--- config.mk ---
export PLATFORM = sky130hd
export DESIGN_NAME = svfo_top
export DESIGN_NICKNAME = d
export VERILOG_FILES = /design/src/shared/svfo_pkg.sv /design/src/shared/svfo_otp_if.sv /design/src/logic/svfo_otp_mem.sv /design/src/logic/svfo_top.sv
export VERILOG_INCLUDE_DIRS = /design/src /design/src/shared
export SDC_FILE = /design/constraint.sdc
export NUM_CORES = 1
export LEC_CHECK = 0
export BUFFER_PORTS_ARGS = -buffer_cell sky130_fd_sc_hd__clkbuf_2
export CAP_MARGIN = 30
export CORE_MARGIN = 5
export CORE_UTILIZATION = 50
export DETAILED_ROUTE_END_ITERATION = 10
export PLACE_DENSITY_LB_ADDON = 0.15
export SYNTH_ARGS = -nofsm -noshare
export SYNTH_HDL_FRONTEND = slang
export SYNTH_HIERARCHICAL = 1
export SYNTH_SLANG_ARGS = --single-unit
--- constraint.sdc ---
create_clock -name mclk -period 8.35 [get_ports mclk]
set_clock_uncertainty 0.2 [all_clocks]
set_input_delay 0.4175 -clock mclk [delete_from_list [all_inputs] [get_ports mclk]]
set_output_delay 0.4175 -clock mclk [all_outputs]
set_load 0.005 [all_outputs]
--- src/shared/svfo_regs.svh ---
// constants for the supervisor fault-output and self-test block
`ifndef SVFO_REGS_SVH
`define SVFO_REGS_SVH
`define SVFO_NCH 8
`define SVFO_MCLK_PERIOD_NS 40
`define SVFO_SETTLE_NS 2000
`define SVFO_RESET_DELAY_SEL_MIN_NS 200000
`define SVFO_SEQUENCE_TIMEOUT_NS 1000000
`define SVFO_SELF_TEST_NS 100000
`define SVFO_SETTLE_CYC ((`SVFO_SETTLE_NS + `SVFO_MCLK_PERIOD_NS - 1) / `SVFO_MCLK_PERIOD_NS)
`define SVFO_SELF_TEST_CYC ((`SVFO_SELF_TEST_NS + `SVFO_MCLK_PERIOD_NS - 1) / `SVFO_MCLK_PERIOD_NS)
`define SVFO_CFG_TEST 2'h0
`define SVFO_CFG_VCTL 2'h1
`define SVFO_CFG_IEN 2'h2
`define SVFO_OTP_TEST 8'h01
`define SVFO_OTP_VCTL 8'h00
`define SVFO_OTP_IEN 8'h01
`define SVFO_TEST_SELFTEST_AT_POWERUP 0
`define SVFO_TEST_SELFTEST_AT_SHUTDOWN 1
`define SVFO_CW_SELFTEST_AT_POWERUP 3
`define SVFO_IEN_DONE 0
`define SVFO_RES_PASS 0
`define SVFO_RES_FAIL 1
`define SVFO_RES_SEC 2
`define SVFO_RES_DED 3
`define SVFO_DG_MAX 4'hB
`define SVFO_DLY_M0 1
`define SVFO_DLY_M1 5
`define SVFO_DLY_M2 10
`define SVFO_DLY_M3 50
`define SVFO_DLY_M4 100
`define SVFO_DLY_M5 250
`define SVFO_DLY_M6 500
`define SVFO_DLY_M7 1000
`define SVFO_SELF_TEST_PAT 8'hA5
`define SVFO_SELF_TEST_FLIP_A 13'h0020
`define SVFO_SELF_TEST_FLIP_B 13'h0104
`endif

--- src/shared/svfo_pkg.sv ---
// types and error-code functions for the supervisor block
package svfo_pkg;
  typedef enum logic [3:0] {
    ST_POR = 4'h0, ST_DECIDE = 4'h1, ST_SELF_TEST = 4'h2, ST_LOAD = 4'h3, ST_IDLE = 4'h4,
    ST_SEQ_ON = 4'h5, ST_ACTIVE = 4'h6, ST_SEQ_OFF = 4'h7, ST_SAFE_HALT_STATE = 4'h8
  } svfo_state_e;
  typedef logic [12:0] svfo_cw_t;
  typedef struct packed {logic [7:0] data; logic sec; logic ded;} svfo_dec_s;

  // hamming positions 1..12, bit 0 holds overall parity
  function automatic svfo_cw_t svfo_enc(input logic [7:0] d);
    svfo_cw_t c;
    int j;
    c = '0;
    j = 0;
    for (int i = 1; i < 13; i++) if ((i & (i - 1)) != 0) begin
      c[i] = d[j];
      j++;
    end
    for (int k = 0; k < 4; k++) for (int i = 1; i < 13; i++) if (((i >> k) & 1) == 1 && i != (1 << k)) begin
      c[1 << k] = c[1 << k] ^ c[i];
    end
    c[0] = ^c[12:1];
    return c;
  endfunction : svfo_enc

  function automatic svfo_dec_s svfo_dec(input svfo_cw_t cin);
    svfo_cw_t c;
    logic [3:0] s;
    logic p;
    svfo_dec_s r;
    int j;
    c = cin;
    s = '0;
    j = 0;
    for (int i = 1; i < 13; i++) if (c[i]) s = s ^ 4'(i);
    p = ^c;
    if (p && s != 4'h0 && s < 4'hD) c[s] = ~c[s];
    r.sec = p;
    r.ded = !p && s != 4'h0;
    r.data = '0;
    for (int i = 1; i < 13; i++) if ((i & (i - 1)) != 0) begin
      r.data[j] = c[i];
      j++;
    end
    return r;
  endfunction : svfo_dec
endpackage : svfo_pkg

--- src/shared/svfo_otp_if.sv ---
// read port between the sequencer and the one-time configuration memory
`timescale 1ns/1ps
interface svfo_otp_if;
  logic [1:0] addr;
  svfo_pkg::svfo_cw_t rdata;
  modport ctrl (output addr, input rdata);
  modport mem (input addr, output rdata);
endinterface : svfo_otp_if

--- src/logic/svfo_otp_mem.sv ---
// one-time configuration memory, error-coded words with registered read data
`timescale 1ns/1ps
`include "svfo_regs.svh"
module svfo_otp_mem (
  // clock and reset
  input wire logic mclk,
  input wire logic resetn,
  input wire logic ce,
  // read port
  svfo_otp_if.mem otp
);
  function automatic logic [7:0] svfo_rom(input logic [1:0] a);
    if (a == `SVFO_CFG_TEST) begin
      return `SVFO_OTP_TEST;
    end else if (a == `SVFO_CFG_VCTL) begin
      return `SVFO_OTP_VCTL;
    end else if (a == `SVFO_CFG_IEN) begin
      return `SVFO_OTP_IEN;
    end else begin
      return 8'h00;
    end
  endfunction : svfo_rom

  always_ff @(posedge mclk) begin
    if (!resetn) begin
      otp.rdata <= '0;
    end else if (ce) begin
      otp.rdata <= svfo_pkg::svfo_enc(svfo_rom(otp.addr));
    end
  end
endmodule : svfo_otp_mem

--- src/logic/svfo_top.sv ---
// supervisor fault outputs, reset output and self-test sequencing
// How it works
// - per-channel deglitch on fast OV and UV
// - in-window voltage leaves outputs released
// - fast OV or UV latches interrupt low
// - clear needs fault gone plus write one
// - unmapping never releases an asserted interrupt
// - reset release delay programmable 0.2 to 200ms
// - reset held low until self-test finishes
// - sensed reset pin differing raises mismatch
// - mismatch check waits settling after toggle
// - mapped channels' fast faults drive reset
// - back in window, delay then release
// - delay chosen by three-bit control field
// - self-test at power-up or shutdown if enabled
// - self-test releases irq, i2c, holds reset
// - after pass: i2c on, load, idle
// - configuration load single-correct double-detect coded
// - failure or double error enters safe halt
// - four-bit result field readable by host
// - test done sets flag, irq, status
// - activate rise masks selected undervoltage until off/timeout
// - sleep ignored until active and timed out
// - power-up test decision uses raw bit
// - idle state disables OV and UV monitoring
`timescale 1ns/1ps
`include "svfo_regs.svh"
module svfo_top #(
  parameter int unsigned RESET_DELAY_SEL_MIN_CYC = (`SVFO_RESET_DELAY_SEL_MIN_NS + `SVFO_MCLK_PERIOD_NS - 1) / `SVFO_MCLK_PERIOD_NS,
  parameter int unsigned SEQUENCE_TIMEOUT_CYC = `SVFO_SEQUENCE_TIMEOUT_NS / `SVFO_MCLK_PERIOD_NS
) (
  // clock, reset, enable
  input wire logic mclk,
  input wire logic resetn,
  input wire logic ce,
  // asynchronous comparator and pin inputs
  input wire logic [`SVFO_NCH-1:0] overvoltage_fast,
  input wire logic [`SVFO_NCH-1:0] undervoltage_fast,
  input wire logic [`SVFO_NCH-1:0] monitor_above_off,
  input wire logic activate_pin,
  input wire logic sleep_pin_n,
  input wire logic reset_out_n_i,
  // host configuration
  input wire logic [4*`SVFO_NCH-1:0] deglitch_setting,
  input wire logic [`SVFO_NCH-1:0] ov_irq_en,
  input wire logic [`SVFO_NCH-1:0] uv_irq_en,
  input wire logic [`SVFO_NCH-1:0] reset_fault_map,
  input wire logic [`SVFO_NCH-1:0] powerup_automask_select,
  input wire logic cfg_wr,
  input wire logic [1:0] cfg_addr,
  input wire logic [7:0] cfg_wdata,
  // host write-one clears
  input wire logic [`SVFO_NCH-1:0] ov_clr,
  input wire logic [`SVFO_NCH-1:0] uv_clr,
  input wire logic mismatch_clr,
  input wire logic selftest_done_clr,
  input wire logic selftest_fail_clr,
  // open-drain pins
  output logic fault_irq_n_o,
  output logic fault_irq_oe_n,
  output logic reset_out_n_o,
  output logic reset_out_oe_n,
  // status
  output logic i2c_enable,
  output logic sleep_mode,
  output logic [`SVFO_NCH-1:0] ov_flag,
  output logic [`SVFO_NCH-1:0] uv_flag,
  output logic reset_pin_mismatch,
  output logic selftest_done_flag,
  output logic selftest_done_status,
  output logic selftest_fail_flag,
  output logic [3:0] selftest_result,
  output logic [7:0] test_cfg,
  output logic [7:0] vendor_control_reg,
  output logic [7:0] test_event_enables,
  output svfo_pkg::svfo_state_e state
);
  localparam int unsigned NCH = `SVFO_NCH;
  localparam int unsigned SW = 3 * NCH + 3;
  localparam logic [23:0] SEQ_LAST = 24'(SEQUENCE_TIMEOUT_CYC - 1);
  localparam logic [23:0] SELF_TEST_LAST = 24'(`SVFO_SELF_TEST_CYC - 1);
  localparam logic [7:0] SETTLE = 8'(`SVFO_SETTLE_CYC);

  function automatic logic [11:0] svfo_dg_limit(input logic [3:0] s);
    logic [3:0] e;
    e = (s > `SVFO_DG_MAX) ? `SVFO_DG_MAX : s;
    return 12'h001 << e;
  endfunction : svfo_dg_limit

  function automatic logic [23:0] svfo_dly_cyc(input logic [2:0] sel);
    int unsigned m;
    case (sel)
      3'h0: m = `SVFO_DLY_M0;
      3'h1: m = `SVFO_DLY_M1;
      3'h2: m = `SVFO_DLY_M2;
      3'h3: m = `SVFO_DLY_M3;
      3'h4: m = `SVFO_DLY_M4;
      3'h5: m = `SVFO_DLY_M5;
      3'h6: m = `SVFO_DLY_M6;
      default: m = `SVFO_DLY_M7;
    endcase
    return 24'(RESET_DELAY_SEL_MIN_CYC * m);
  endfunction : svfo_dly_cyc

  function automatic logic svfo_self_test_ok();
    svfo_pkg::svfo_cw_t c;
    svfo_pkg::svfo_dec_s a;
    svfo_pkg::svfo_dec_s b;
    c = svfo_pkg::svfo_enc(`SVFO_SELF_TEST_PAT);
    a = svfo_pkg::svfo_dec(c ^ `SVFO_SELF_TEST_FLIP_A);
    b = svfo_pkg::svfo_dec(c ^ `SVFO_SELF_TEST_FLIP_B);
    return a.sec && !a.ded && a.data == `SVFO_SELF_TEST_PAT && b.ded;
  endfunction : svfo_self_test_ok

  svfo_otp_if otp ();
  svfo_otp_mem u_otp (.mclk(mclk), .resetn(resetn), .ce(ce), .otp(otp));

  // two-flop synchronisers for everything from outside the clock domain
  logic [SW-1:0] sync1_q;
  logic [SW-1:0] sync2_q;
  always_ff @(posedge mclk) begin
    if (!resetn) begin
      sync1_q <= '0;
      sync2_q <= '0;
    end else if (ce) begin
      sync1_q <= {monitor_above_off, undervoltage_fast, overvoltage_fast, activate_pin, sleep_pin_n, reset_out_n_i};
      sync2_q <= sync1_q;
    end
  end
  logic pin_s;
  logic sleep_s;
  logic act_s;
  logic [2*NCH-1:0] comp_s;
  logic [NCH-1:0] above_s;
  assign pin_s = sync2_q[0];
  assign sleep_s = sync2_q[1];
  assign act_s = sync2_q[2];
  assign comp_s = sync2_q[2*NCH+2:3];
  assign above_s = sync2_q[SW-1:2*NCH+3];

  // deglitch filters, ov channels low half, uv channels high half
  logic [2*NCH-1:0] comp_f;
  for (genvar g = 0; g < 2 * NCH; g++) begin : g_dg
    logic [11:0] cnt_q;
    logic f_q;
    logic [11:0] lim;
    assign lim = svfo_dg_limit(deglitch_setting[(g % NCH) * 4 +: 4]);
    always_ff @(posedge mclk) begin
      if (!resetn) begin
        cnt_q <= '0;
        f_q <= 1'b0;
      end else if (ce) begin
        if (comp_s[g] == f_q) begin
          cnt_q <= '0;
        end else if (cnt_q + 12'h001 >= lim) begin
          f_q <= comp_s[g];
          cnt_q <= '0;
        end else begin
          cnt_q <= cnt_q + 12'h001;
        end
      end
    end
    assign comp_f[g] = f_q;
  end

  svfo_pkg::svfo_state_e state_d;
  logic [23:0] tmr_q;
  logic [1:0] ld_idx_q;
  logic ld_wait_q;
  logic ld_ded_q;
  logic [NCH-1:0] amask_q;
  logic mon_en;
  logic hold_rst;
  logic self_test_end;
  logic self_test_pass;
  logic [NCH-1:0] ov_hit;
  logic [NCH-1:0] uv_hit;
  svfo_pkg::svfo_dec_s ld_dec;
  logic ld_take;

  assign mon_en = state == svfo_pkg::ST_SEQ_ON || state == svfo_pkg::ST_ACTIVE
                  || state == svfo_pkg::ST_SEQ_OFF;
  assign hold_rst = state == svfo_pkg::ST_POR || state == svfo_pkg::ST_DECIDE || state == svfo_pkg::ST_SELF_TEST
                    || state == svfo_pkg::ST_LOAD || state == svfo_pkg::ST_SAFE_HALT_STATE
                    || state_d == svfo_pkg::ST_SELF_TEST;
  assign ov_hit = comp_f[NCH-1:0] & {NCH{mon_en}};
  assign uv_hit = comp_f[2*NCH-1:NCH] & ~amask_q & {NCH{mon_en}};
  assign self_test_end = state == svfo_pkg::ST_SELF_TEST && tmr_q == SELF_TEST_LAST;
  assign self_test_pass = svfo_self_test_ok();
  assign otp.addr = ld_idx_q;
  assign ld_dec = svfo_pkg::svfo_dec(otp.rdata);
  assign ld_take = state == svfo_pkg::ST_LOAD && ld_wait_q;

  // sequencer
  always_comb begin
    state_d = state;
    case (state)
      svfo_pkg::ST_POR: state_d = svfo_pkg::ST_DECIDE;
      svfo_pkg::ST_DECIDE: begin
        if (otp.rdata[`SVFO_CW_SELFTEST_AT_POWERUP]) begin
          state_d = svfo_pkg::ST_SELF_TEST;
        end else begin
          state_d = svfo_pkg::ST_LOAD;
        end
      end
      svfo_pkg::ST_SELF_TEST: begin
        if (self_test_end) begin
          state_d = self_test_pass ? svfo_pkg::ST_LOAD : svfo_pkg::ST_SAFE_HALT_STATE;
        end
      end
      svfo_pkg::ST_LOAD: begin
        if (ld_take && ld_dec.ded) begin
          state_d = svfo_pkg::ST_SAFE_HALT_STATE;
        end else if (ld_take && ld_idx_q == `SVFO_CFG_IEN) begin
          state_d = svfo_pkg::ST_IDLE;
        end
      end
      svfo_pkg::ST_IDLE: begin
        if (act_s) begin
          state_d = svfo_pkg::ST_SEQ_ON;
        end
      end
      svfo_pkg::ST_SEQ_ON: begin
        if (!act_s) begin
          state_d = svfo_pkg::ST_SEQ_OFF;
        end else if (tmr_q == SEQ_LAST) begin
          state_d = svfo_pkg::ST_ACTIVE;
        end
      end
      svfo_pkg::ST_ACTIVE: begin
        if (!act_s) begin
          state_d = svfo_pkg::ST_SEQ_OFF;
        end
      end
      svfo_pkg::ST_SEQ_OFF: begin
        if (tmr_q == SEQ_LAST) begin
          state_d = test_cfg[`SVFO_TEST_SELFTEST_AT_SHUTDOWN] ? svfo_pkg::ST_SELF_TEST : svfo_pkg::ST_IDLE;
        end
      end
      default: state_d = svfo_pkg::ST_SAFE_HALT_STATE;
    endcase
  end

  always_ff @(posedge mclk) begin
    if (!resetn) begin
      state <= svfo_pkg::ST_POR;
      tmr_q <= '0;
    end else if (ce) begin
      state <= state_d;
      tmr_q <= (state_d != state) ? 24'h000000 : tmr_q + 24'h000001;
    end
  end

  // configuration load and host writes
  always_ff @(posedge mclk) begin
    if (!resetn) begin
      ld_idx_q <= `SVFO_CFG_TEST;
      ld_wait_q <= 1'b0;
      test_cfg <= '0;
      vendor_control_reg <= '0;
      test_event_enables <= '0;
    end else if (ce) begin
      if (state == svfo_pkg::ST_LOAD) begin
        ld_wait_q <= ~ld_wait_q;
        if (ld_take) begin
          ld_idx_q <= ld_idx_q + 2'h1;
          if (ld_idx_q == `SVFO_CFG_TEST) begin
            test_cfg <= ld_dec.data;
          end else if (ld_idx_q == `SVFO_CFG_VCTL) begin
            vendor_control_reg <= ld_dec.data;
          end else begin
            test_event_enables <= ld_dec.data;
          end
        end
      end else begin
        ld_idx_q <= `SVFO_CFG_TEST;
        ld_wait_q <= 1'b0;
        if (cfg_wr && i2c_enable) begin
          if (cfg_addr == `SVFO_CFG_TEST) begin
            test_cfg <= cfg_wdata;
          end else if (cfg_addr == `SVFO_CFG_VCTL) begin
            vendor_control_reg <= cfg_wdata;
          end else if (cfg_addr == `SVFO_CFG_IEN) begin
            test_event_enables <= cfg_wdata;
          end
        end
      end
    end
  end

  // power-up automask
  always_ff @(posedge mclk) begin
    if (!resetn) begin
      amask_q <= '0;
    end else if (ce) begin
      if (state == svfo_pkg::ST_IDLE && act_s) begin
        amask_q <= powerup_automask_select;
      end else if (state != svfo_pkg::ST_SEQ_ON || tmr_q == SEQ_LAST) begin
        amask_q <= '0;
      end else begin
        amask_q <= amask_q & ~above_s;
      end
    end
  end

  // latched voltage fault flags, set wins over clear
  always_ff @(posedge mclk) begin
    if (!resetn) begin
      ov_flag <= '0;
      uv_flag <= '0;
    end else if (ce) begin
      ov_flag <= (ov_flag & ~(ov_clr & ~ov_hit)) | ov_hit;
      uv_flag <= (uv_flag & ~(uv_clr & ~uv_hit)) | uv_hit;
    end
  end

  // self-test outcome
  always_ff @(posedge mclk) begin
    if (!resetn) begin
      selftest_done_flag <= 1'b0;
      selftest_done_status <= 1'b0;
      selftest_fail_flag <= 1'b0;
      selftest_result <= '0;
      ld_ded_q <= 1'b0;
    end else if (ce) begin
      selftest_done_flag <= self_test_end | (selftest_done_flag & ~selftest_done_clr);
      selftest_fail_flag <= (self_test_end & ~self_test_pass) | (ld_take & ld_dec.ded)
                            | (selftest_fail_flag & ~selftest_fail_clr);
      ld_ded_q <= ld_take & ld_dec.ded;
      if (state != svfo_pkg::ST_SELF_TEST && state_d == svfo_pkg::ST_SELF_TEST) begin
        selftest_done_status <= 1'b0;
        selftest_result <= '0;
      end else begin
        if (self_test_end) begin
          selftest_done_status <= 1'b1;
          selftest_result[`SVFO_RES_PASS] <= self_test_pass;
          selftest_result[`SVFO_RES_FAIL] <= ~self_test_pass;
        end
        if (ld_take && ld_dec.sec) begin
          selftest_result[`SVFO_RES_SEC] <= 1'b1;
        end
        if (ld_take && ld_dec.ded) begin
          selftest_result[`SVFO_RES_DED] <= 1'b1;
        end
      end
    end
  end

  // reset output: hold, mapped faults, release delay
  logic [23:0] rst_cnt_q;
  logic rst_fault;
  assign rst_fault = |((ov_hit | uv_hit) & reset_fault_map);
  always_ff @(posedge mclk) begin
    if (!resetn) begin
      reset_out_oe_n <= 1'b0;
      reset_out_n_o <= 1'b0;
      rst_cnt_q <= '0;
    end else if (ce) begin
      reset_out_n_o <= 1'b0;
      if (hold_rst || rst_fault) begin
        reset_out_oe_n <= 1'b0;
        rst_cnt_q <= '0;
      end else if (!reset_out_oe_n) begin
        if (rst_cnt_q + 24'h000001 >= svfo_dly_cyc(vendor_control_reg[2:0])) begin
          reset_out_oe_n <= 1'b1;
          rst_cnt_q <= '0;
        end else begin
          rst_cnt_q <= rst_cnt_q + 24'h000001;
        end
      end
    end
  end

  // reset pin mismatch after settling
  logic oe_prev_q;
  logic [7:0] settle_q;
  always_ff @(posedge mclk) begin
    if (!resetn) begin
      oe_prev_q <= 1'b0;
      settle_q <= '0;
      reset_pin_mismatch <= 1'b0;
    end else if (ce) begin
      oe_prev_q <= reset_out_oe_n;
      if (oe_prev_q != reset_out_oe_n) begin
        settle_q <= '0;
      end else if (settle_q != SETTLE) begin
        settle_q <= settle_q + 8'h01;
      end
      reset_pin_mismatch <= (settle_q == SETTLE && oe_prev_q == reset_out_oe_n && pin_s != reset_out_oe_n)
                            | (reset_pin_mismatch & ~mismatch_clr);
    end
  end

  // interrupt output, latched until every flag is clear or self-test starts
  logic irq_set;
  logic any_flag;
  assign irq_set = |(ov_flag & ov_irq_en) | |(uv_flag & uv_irq_en) | reset_pin_mismatch | selftest_fail_flag
                   | (selftest_done_flag & test_event_enables[`SVFO_IEN_DONE]);
  assign any_flag = |ov_flag | |uv_flag | reset_pin_mismatch | selftest_fail_flag | selftest_done_flag;
  always_ff @(posedge mclk) begin
    if (!resetn) begin
      fault_irq_oe_n <= 1'b1;
      fault_irq_n_o <= 1'b0;
    end else if (ce) begin
      fault_irq_n_o <= 1'b0;
      if (state == svfo_pkg::ST_SELF_TEST) begin
        fault_irq_oe_n <= 1'b1;
      end else if (irq_set || state == svfo_pkg::ST_SAFE_HALT_STATE) begin
        fault_irq_oe_n <= 1'b0;
      end else if (!any_flag) begin
        fault_irq_oe_n <= 1'b1;
      end
    end
  end

  // i2c enable and sleep tracking
  always_ff @(posedge mclk) begin
    if (!resetn) begin
      i2c_enable <= 1'b0;
      sleep_mode <= 1'b0;
    end else if (ce) begin
      i2c_enable <= state_d != svfo_pkg::ST_POR && state_d != svfo_pkg::ST_DECIDE
                    && state_d != svfo_pkg::ST_SELF_TEST;
      sleep_mode <= state == svfo_pkg::ST_ACTIVE && !sleep_s;
    end
  end
endmodule : svfo_top

Word-level counts from Yosys, hierarchy flattened. Index checks and enable logic that the tools add are counted.

Mux-type cells: 207. $add $sub $neg: 26. Bitwise gates (word level): 82. Magnitude comparators: 35. Shift operators: 8. $mul: 1. Reductions and logical operators: 76. Equal/unequal tests: 56.

Operator list (count): 32-bit 2-to-1 mux (18); 12-bit 2-to-1 mux (32); 32-bit by 5-bit < comparator with 1-bit output, second input constant (7); 8-bit 2-to-1 mux (28); 12-bit by 1-bit adder with 12-bit output, second input constant (16); 32-bit by 2-bit adder with 32-bit output, second input constant (6); 12-bit greater-or-equal comparator (16); 24-bit 2-to-1 mux (4); 1-bit by 4-bit << shifter with 12-bit output, first input constant (8); 8-bit bitwise AND (11); 4-bit 2-to-1 mux (22); 1-bit 2-to-1 mux (80); 10-bit one-hot mux with 7 select lines (1); 24-bit by 1-bit adder with 24-bit output, second input constant (2); 8-bit inverter (6); 3-bit AND reduction (16); 8-bit OR reduction (5); 4-bit > comparator, second input constant (8); 10-bit by 32-bit multiplier with 21-bit output, first input constant (1); 4-bit one-hot mux with 8 select lines (1); 24-bit by 12-bit equality test with 1-bit output, second input constant (1); 24-bit by 15-bit equality test with 1-bit output, second input constant (1); 24-bit greater-or-equal comparator (1); 8-bit OR (3); other kinds (53) (197).

Register bits after elaboration: 399. Bits of input ports: 124. Logic and storage cells: 550. Output and inout port bits: 58.

Logic depth before layout (Yosys ltp).
Depth in word-level cells: 36. Depth in mapped cells: 34. Gate-level depth less buffers: 30.

Cells and area by module. The synthesis kept the hierarchy.

By module, submodules not included: svfo_top (area each 26467.9 sq um, instances 1, seq. area each 7687.4 sq um, cells an instance 3250); svfo_otp_mem (area each 127.6 sq um, instances 1, seq. area each 20.0 sq um, cells an instance 16).

Worst setup path after synthesis. No wires, ideal clock.

Path type: flip-flop to flip-flop. Start point: register vendor_control_reg[1]. End point: register rst_cnt_q[15]. Arrival time: 6.838 ns. Cell stages (with the launch flop): 32. Library setup time: 0.117 ns. Slack: 1.195 ns. Data required time: 8.033 ns. Path buffers: 4. Clock period less this slack: 7.155 ns. Cells stage by stage: dfxtp_1 clkbuf_1 clkbuf_1 nand2_1 o21ai_0 inv_1 fa_1 inv_1 ha_1 fa_1 ha_1 ha_1 ha_1 a21o_1 a21oi_1 o31ai_1 a211oi_1 a21oi_1 nand2_1 nand2_1 xnor2_1 ha_1 nand4_1 nor2_1 nand3_1 nor4_1 and2_1 a21oi_1 and4_1 buf_2 buf_4 a22o_1.

Cells in the longest elaborated chain, start to end: 11. Elaborated cells on any way between the ends: 17. Those cells by class: mul: 1; order compare: 1; eq/ne: 6; mux: 8; reduce/logical: 1.

RTL lines: start, declared (line svfo_top.sv:74) `output logic [7:0] vendor_control_reg,`; start signal, assigned (line svfo_top.sv:270) `vendor_control_reg <= ld_dec.data;`; start signal, assigned (line svfo_top.sv:282) `vendor_control_reg <= cfg_wdata;`; 3-bit equality test, or another cell as far along (line svfo_top.sv:92) `case (sel)`; 10-bit one-hot mux with 7 select lines (*) (line svfo_top.sv:92); 32-bit 2-to-1 mux (*) (line svfo_top.sv:363) `end else if (!reset_out_oe_n) begin`; 32-bit 2-to-1 mux (*) (line svfo_top.sv:360) `if (hold_rst || rst_fault) begin`; 32-bit 2-to-1 mux (*) (line svfo_top.sv:358) `end else if (ce) begin`; 32-bit 2-to-1 mux (*) (line svfo_top.sv:354) `if (!resetn) begin`; 10-bit by 32-bit multiplier with 21-bit output (*) (line svfo_top.sv:102) `return 24'(RESET_DELAY_SEL_MIN_CYC * m);`; 24-bit greater-or-equal comparator (*) (line svfo_top.sv:364) `if (rst_cnt_q + 24'h000001 >= svfo_dly_cyc(vendor_control_reg[2:0])) begin`; 24-bit 2-to-1 mux (*) (line svfo_top.sv:364); 24-bit 2-to-1 mux (*) (line svfo_top.sv:363); 24-bit 2-to-1 mux (*) (line svfo_top.sv:360); end signal, assigned (line svfo_top.sv:368) `rst_cnt_q <= rst_cnt_q + 24'h000001;`; end, declared (line svfo_top.sv:350) `logic [23:0] rst_cnt_q;`.

Every way passes the cells marked *; elsewhere a longest branch is shown, timed or not. The select of a mux whose other input is x is not followed. A chain may end at the register's enable or synchronous reset.

Worst setup path in the final report.
Start point: register vendor_control_reg[1]. End point: register rst_cnt_q[10].

Same word-level chain as after synthesis.

==> results_dict.tcl <==
set metrics [dict create \
    cts.sinks 385 \
    largest-register "g_dg.cnt_q" \
    critPathMaxFanout 18 \
    synthMostInstantiatedCell "nand2_1" \
    p_sw_uw 1090 \
    whs_path_depth 4 \
    postLayoutCellArea_sq_um 30000 \
    r2r_setup_slack_ns 0.80 \
    num_vias 23600 \
    power_leakage_uw 0.0132 \
    drive_gt1_frac 0.0969 \
    drtAntennaViolNets 0 \
    hp-class "in2reg" \
    timing.setup.tns_ns 0 \
    synth_cell_types 84 \
    clock_path_buffers 3 \
    cp_data_arrival_time_ns 7.80 \
    synth_ff_type "dfxtp_1" \
    grt_pass1_wl_um 112000 \
    grt_pass1_vias 22500 \
    slowest_stage "dfxtp_1" \
    io_buffers 178 \
    synthCells 3266 \
    drv_cap 0 \
    ys_async_sr_fraction 0 \
    clkTransAtPathRegs_ns 0.06 \
    setup_viol 0 \
    cpMostUsedCell "ha_1" \
    rsz0062_at_grt "false" \
    drt_iter0_drc 1265 \
    cts-htree-levels 2 \
    power_frac_comb 0.109 \
    crit_required_ns 8.61 \
    totalWireLength_um 68700 \
    critical_path_class "reg2reg" \
    cts_made_buffers 46 \
    die_y_um 241 \
    fmax_mhz 133 \
    nFillCells 4791 \
    io_pins 182 \
    place_area_sq_um 27900 \
    drc 0 \
    grt_max_degree 81 \
    grt_usage 0.231 \
    antenna_found_initial 5 \
    outcome "finished, final reports clean" \
    max_stage_delay_ns 0.66 \
    period_minus_slack_ns 7.55 \
    die_area_sq_um 57900 \
    core_area_sq_um 52700 \
    vdd_ir_drop_max_v 0.000140 \
    multi_input_area_sq_um 18000 \
    nets 3841 \
    powerDensity_nw_per_um2 146 \
    cts_tree "done" \
    synth_area_sq_um 26600 \
    synth-seq-cells 385 \
    gp_congestion 0.899 \
    hold_viol_final 0 \
    r2r_cells 28 \
    syn_area_per_cell_sq_um 8.14 \
    start_util 0.505 \
    yosys_warnings 6 \
    worst_setup_path_start_kind "register" \
    period_share 0.904 \
    dp_hpwl_um 50900 \
    synthTopCellsByArea "dfxtp_1 (29%), ha_1 (13%), nand2_1 (5.5%)" \
    avgViaCountPerCell 5.66 \
    seq_area_sq_um 7710 \
    clkPwrFrac 0.461 \
    clk_latency_ns 0.58 \
    cts_resized 0 \
    fin_util 0.570 \
    maxSlewViolCount 0 \
    synth_largest_area_cell "dfxtp_1" \
    seq_area_frac_synth 0.290 \
    overflow 0 \
    worst_slew_pin_slew_ns 0.996 \
    drtPass1Iterations 5 \
    cts-root-buf "clkbuf_16" \
    ys_top_cells_by_count "nand2_1 (389), dfxtp_1 (385), ha_1 (273), nand3_1 (237), nor2b_1 (219)" \
    synth_edf_count 0 \
    cp.depth 28 \
    cpLargestDelayFamily "adder cells" \
    largestRegisters "g_dg.cnt_q: 192 flops, sync1_q: 27 flops, sync2_q: 27 flops" \
    synth_top_area_frac 0.290 \
    seq_power_share 0.430 \
    placedCellCount 4024 \
    drt-wirelength-per-cell_um 16.5 \
    hold_slack_ns 0.0350 \
    p_int_uw 3280 \
    fin_cells 4162 \
    slew_headroom 0.336 \
    p_sw_frac 0.250 \
    largest_register_ffs 192 \
    dieWidth_um 241 \
    syn2layout_area_growth_pct 12.8 \
    critical_path_buf_inv_count 3 \
    num_rows 84 \
    cp-end-kind "register" \
]
==> kinds of logic after synthesis <==
logic type | after synthesis | share of synthesized area
simple gates | 1377 | 0.261
compound gates | 689 | 0.173
flops | 385 | 0.290
fa+ha+maj | 281 | 0.134
buf+inv | 234 | 0.0362
xor+xnor | 217 | 0.0753
mux | 80 | 0.0303
other cells | 3 | 0.000423
==> power by group through the flow <==
stage               sequential (uW)  clock, uW  combinational (uW)
finish                         1880       2010                 475
global route                   1880       2140                 526
CTS                            1880       2070                 465
detailed placement             1920          0                 441
global placement               1920          0                 432
floorplan                      1910          0                 334
==> layout by cell type, fill, tap and decap left out, drive strengths merged, types with 8 or more instances in the layout <==
cell         instances
conb                14
nor2b              219
nand3              237
a22oi               35
buf                 17
and2                33
a221o               30
nand4               21
or3                  8
nand3b              25
nor4                50
or2                 57
dlygate4sd3         53
dfxtp              385
o31ai               10
nand2b              25
nor3                33
nor2               187
a21o                95
ha                 273
inv                100
mux2i               77
a22o                38
clkbuf             248
a21oi              122
and3                80
xnor2              144
xor2                69
a21boi              86
o21ai              180
o2111ai             17
nand2              389
o211ai              19
o21a                17
a31oi               12
==> routing by layer <==
layer | GRT usage | part of all wire | routed length [um] | vias to the layer above
met3 | 0.0375 | 0.048 | 3280 | 106
met4 | 0.0562 | 0.022 | 1510 | 2
met2 | 0.387 | 0.46 | 31500 | 492
li1 | - | - | - | 11900
met1 | 0.315 | 0.47 | 32400 | 11100
met5 | 0 | 0.00017 | 12 | -
==> worst register-to-register path, delay by kind of cell, from the launching register on <==
kind | cells | cell delay [ns]
fa+ha+maj | 7 | 2.46
compound gates | 8 | 1.93
xor+xnor | 1 | 0.14
simple gates | 9 | 1.63
flops | 1 | 0.66
buf+inv | 3 | 0.40
==> what timing repair did <==
action,in CTS,in global routing
setup buffers,0,0
endpoints found under the hold margin,59,0
hold buffers,53,0
==> final cells by class <==
cell class / count / area share
antenna: 5 / 0.000417
sequential: 385 / 0.257
clock buffer: 71 / 0.0459
timing repair buffer: 247 / 0.0519
clock inverter: 9 / 0.00425
inverter: 99 / 0.0124
multi-input combinational: 2658 / 0.599
tap: 688 / 0.0287
==> final timing paths <==
path / startpoint / endpoint
worst max-delay path: vendor_control_reg[1] / rst_cnt_q[10]
worst min-delay path: uv_clr[0] / uv_flag[0]
worst max register to register: vendor_control_reg[1] / rst_cnt_q[10]
worst min register to register: test_event_enables[6] / test_event_enables[6]
==> through the flow <==
step | total power, uW | setup WS [ns]
6_report | 4370 | 0.805
3_5_place_dp | 2360 | 0.886
3_3_place_gp | 2350 | 1.07
4_1_cts | 4410 | 0.860
5_1_grt | 4550 | 0.129
2_1_floorplan | 2240 | 1.19
Note: power is estimated with default switching activity, not from simulation.
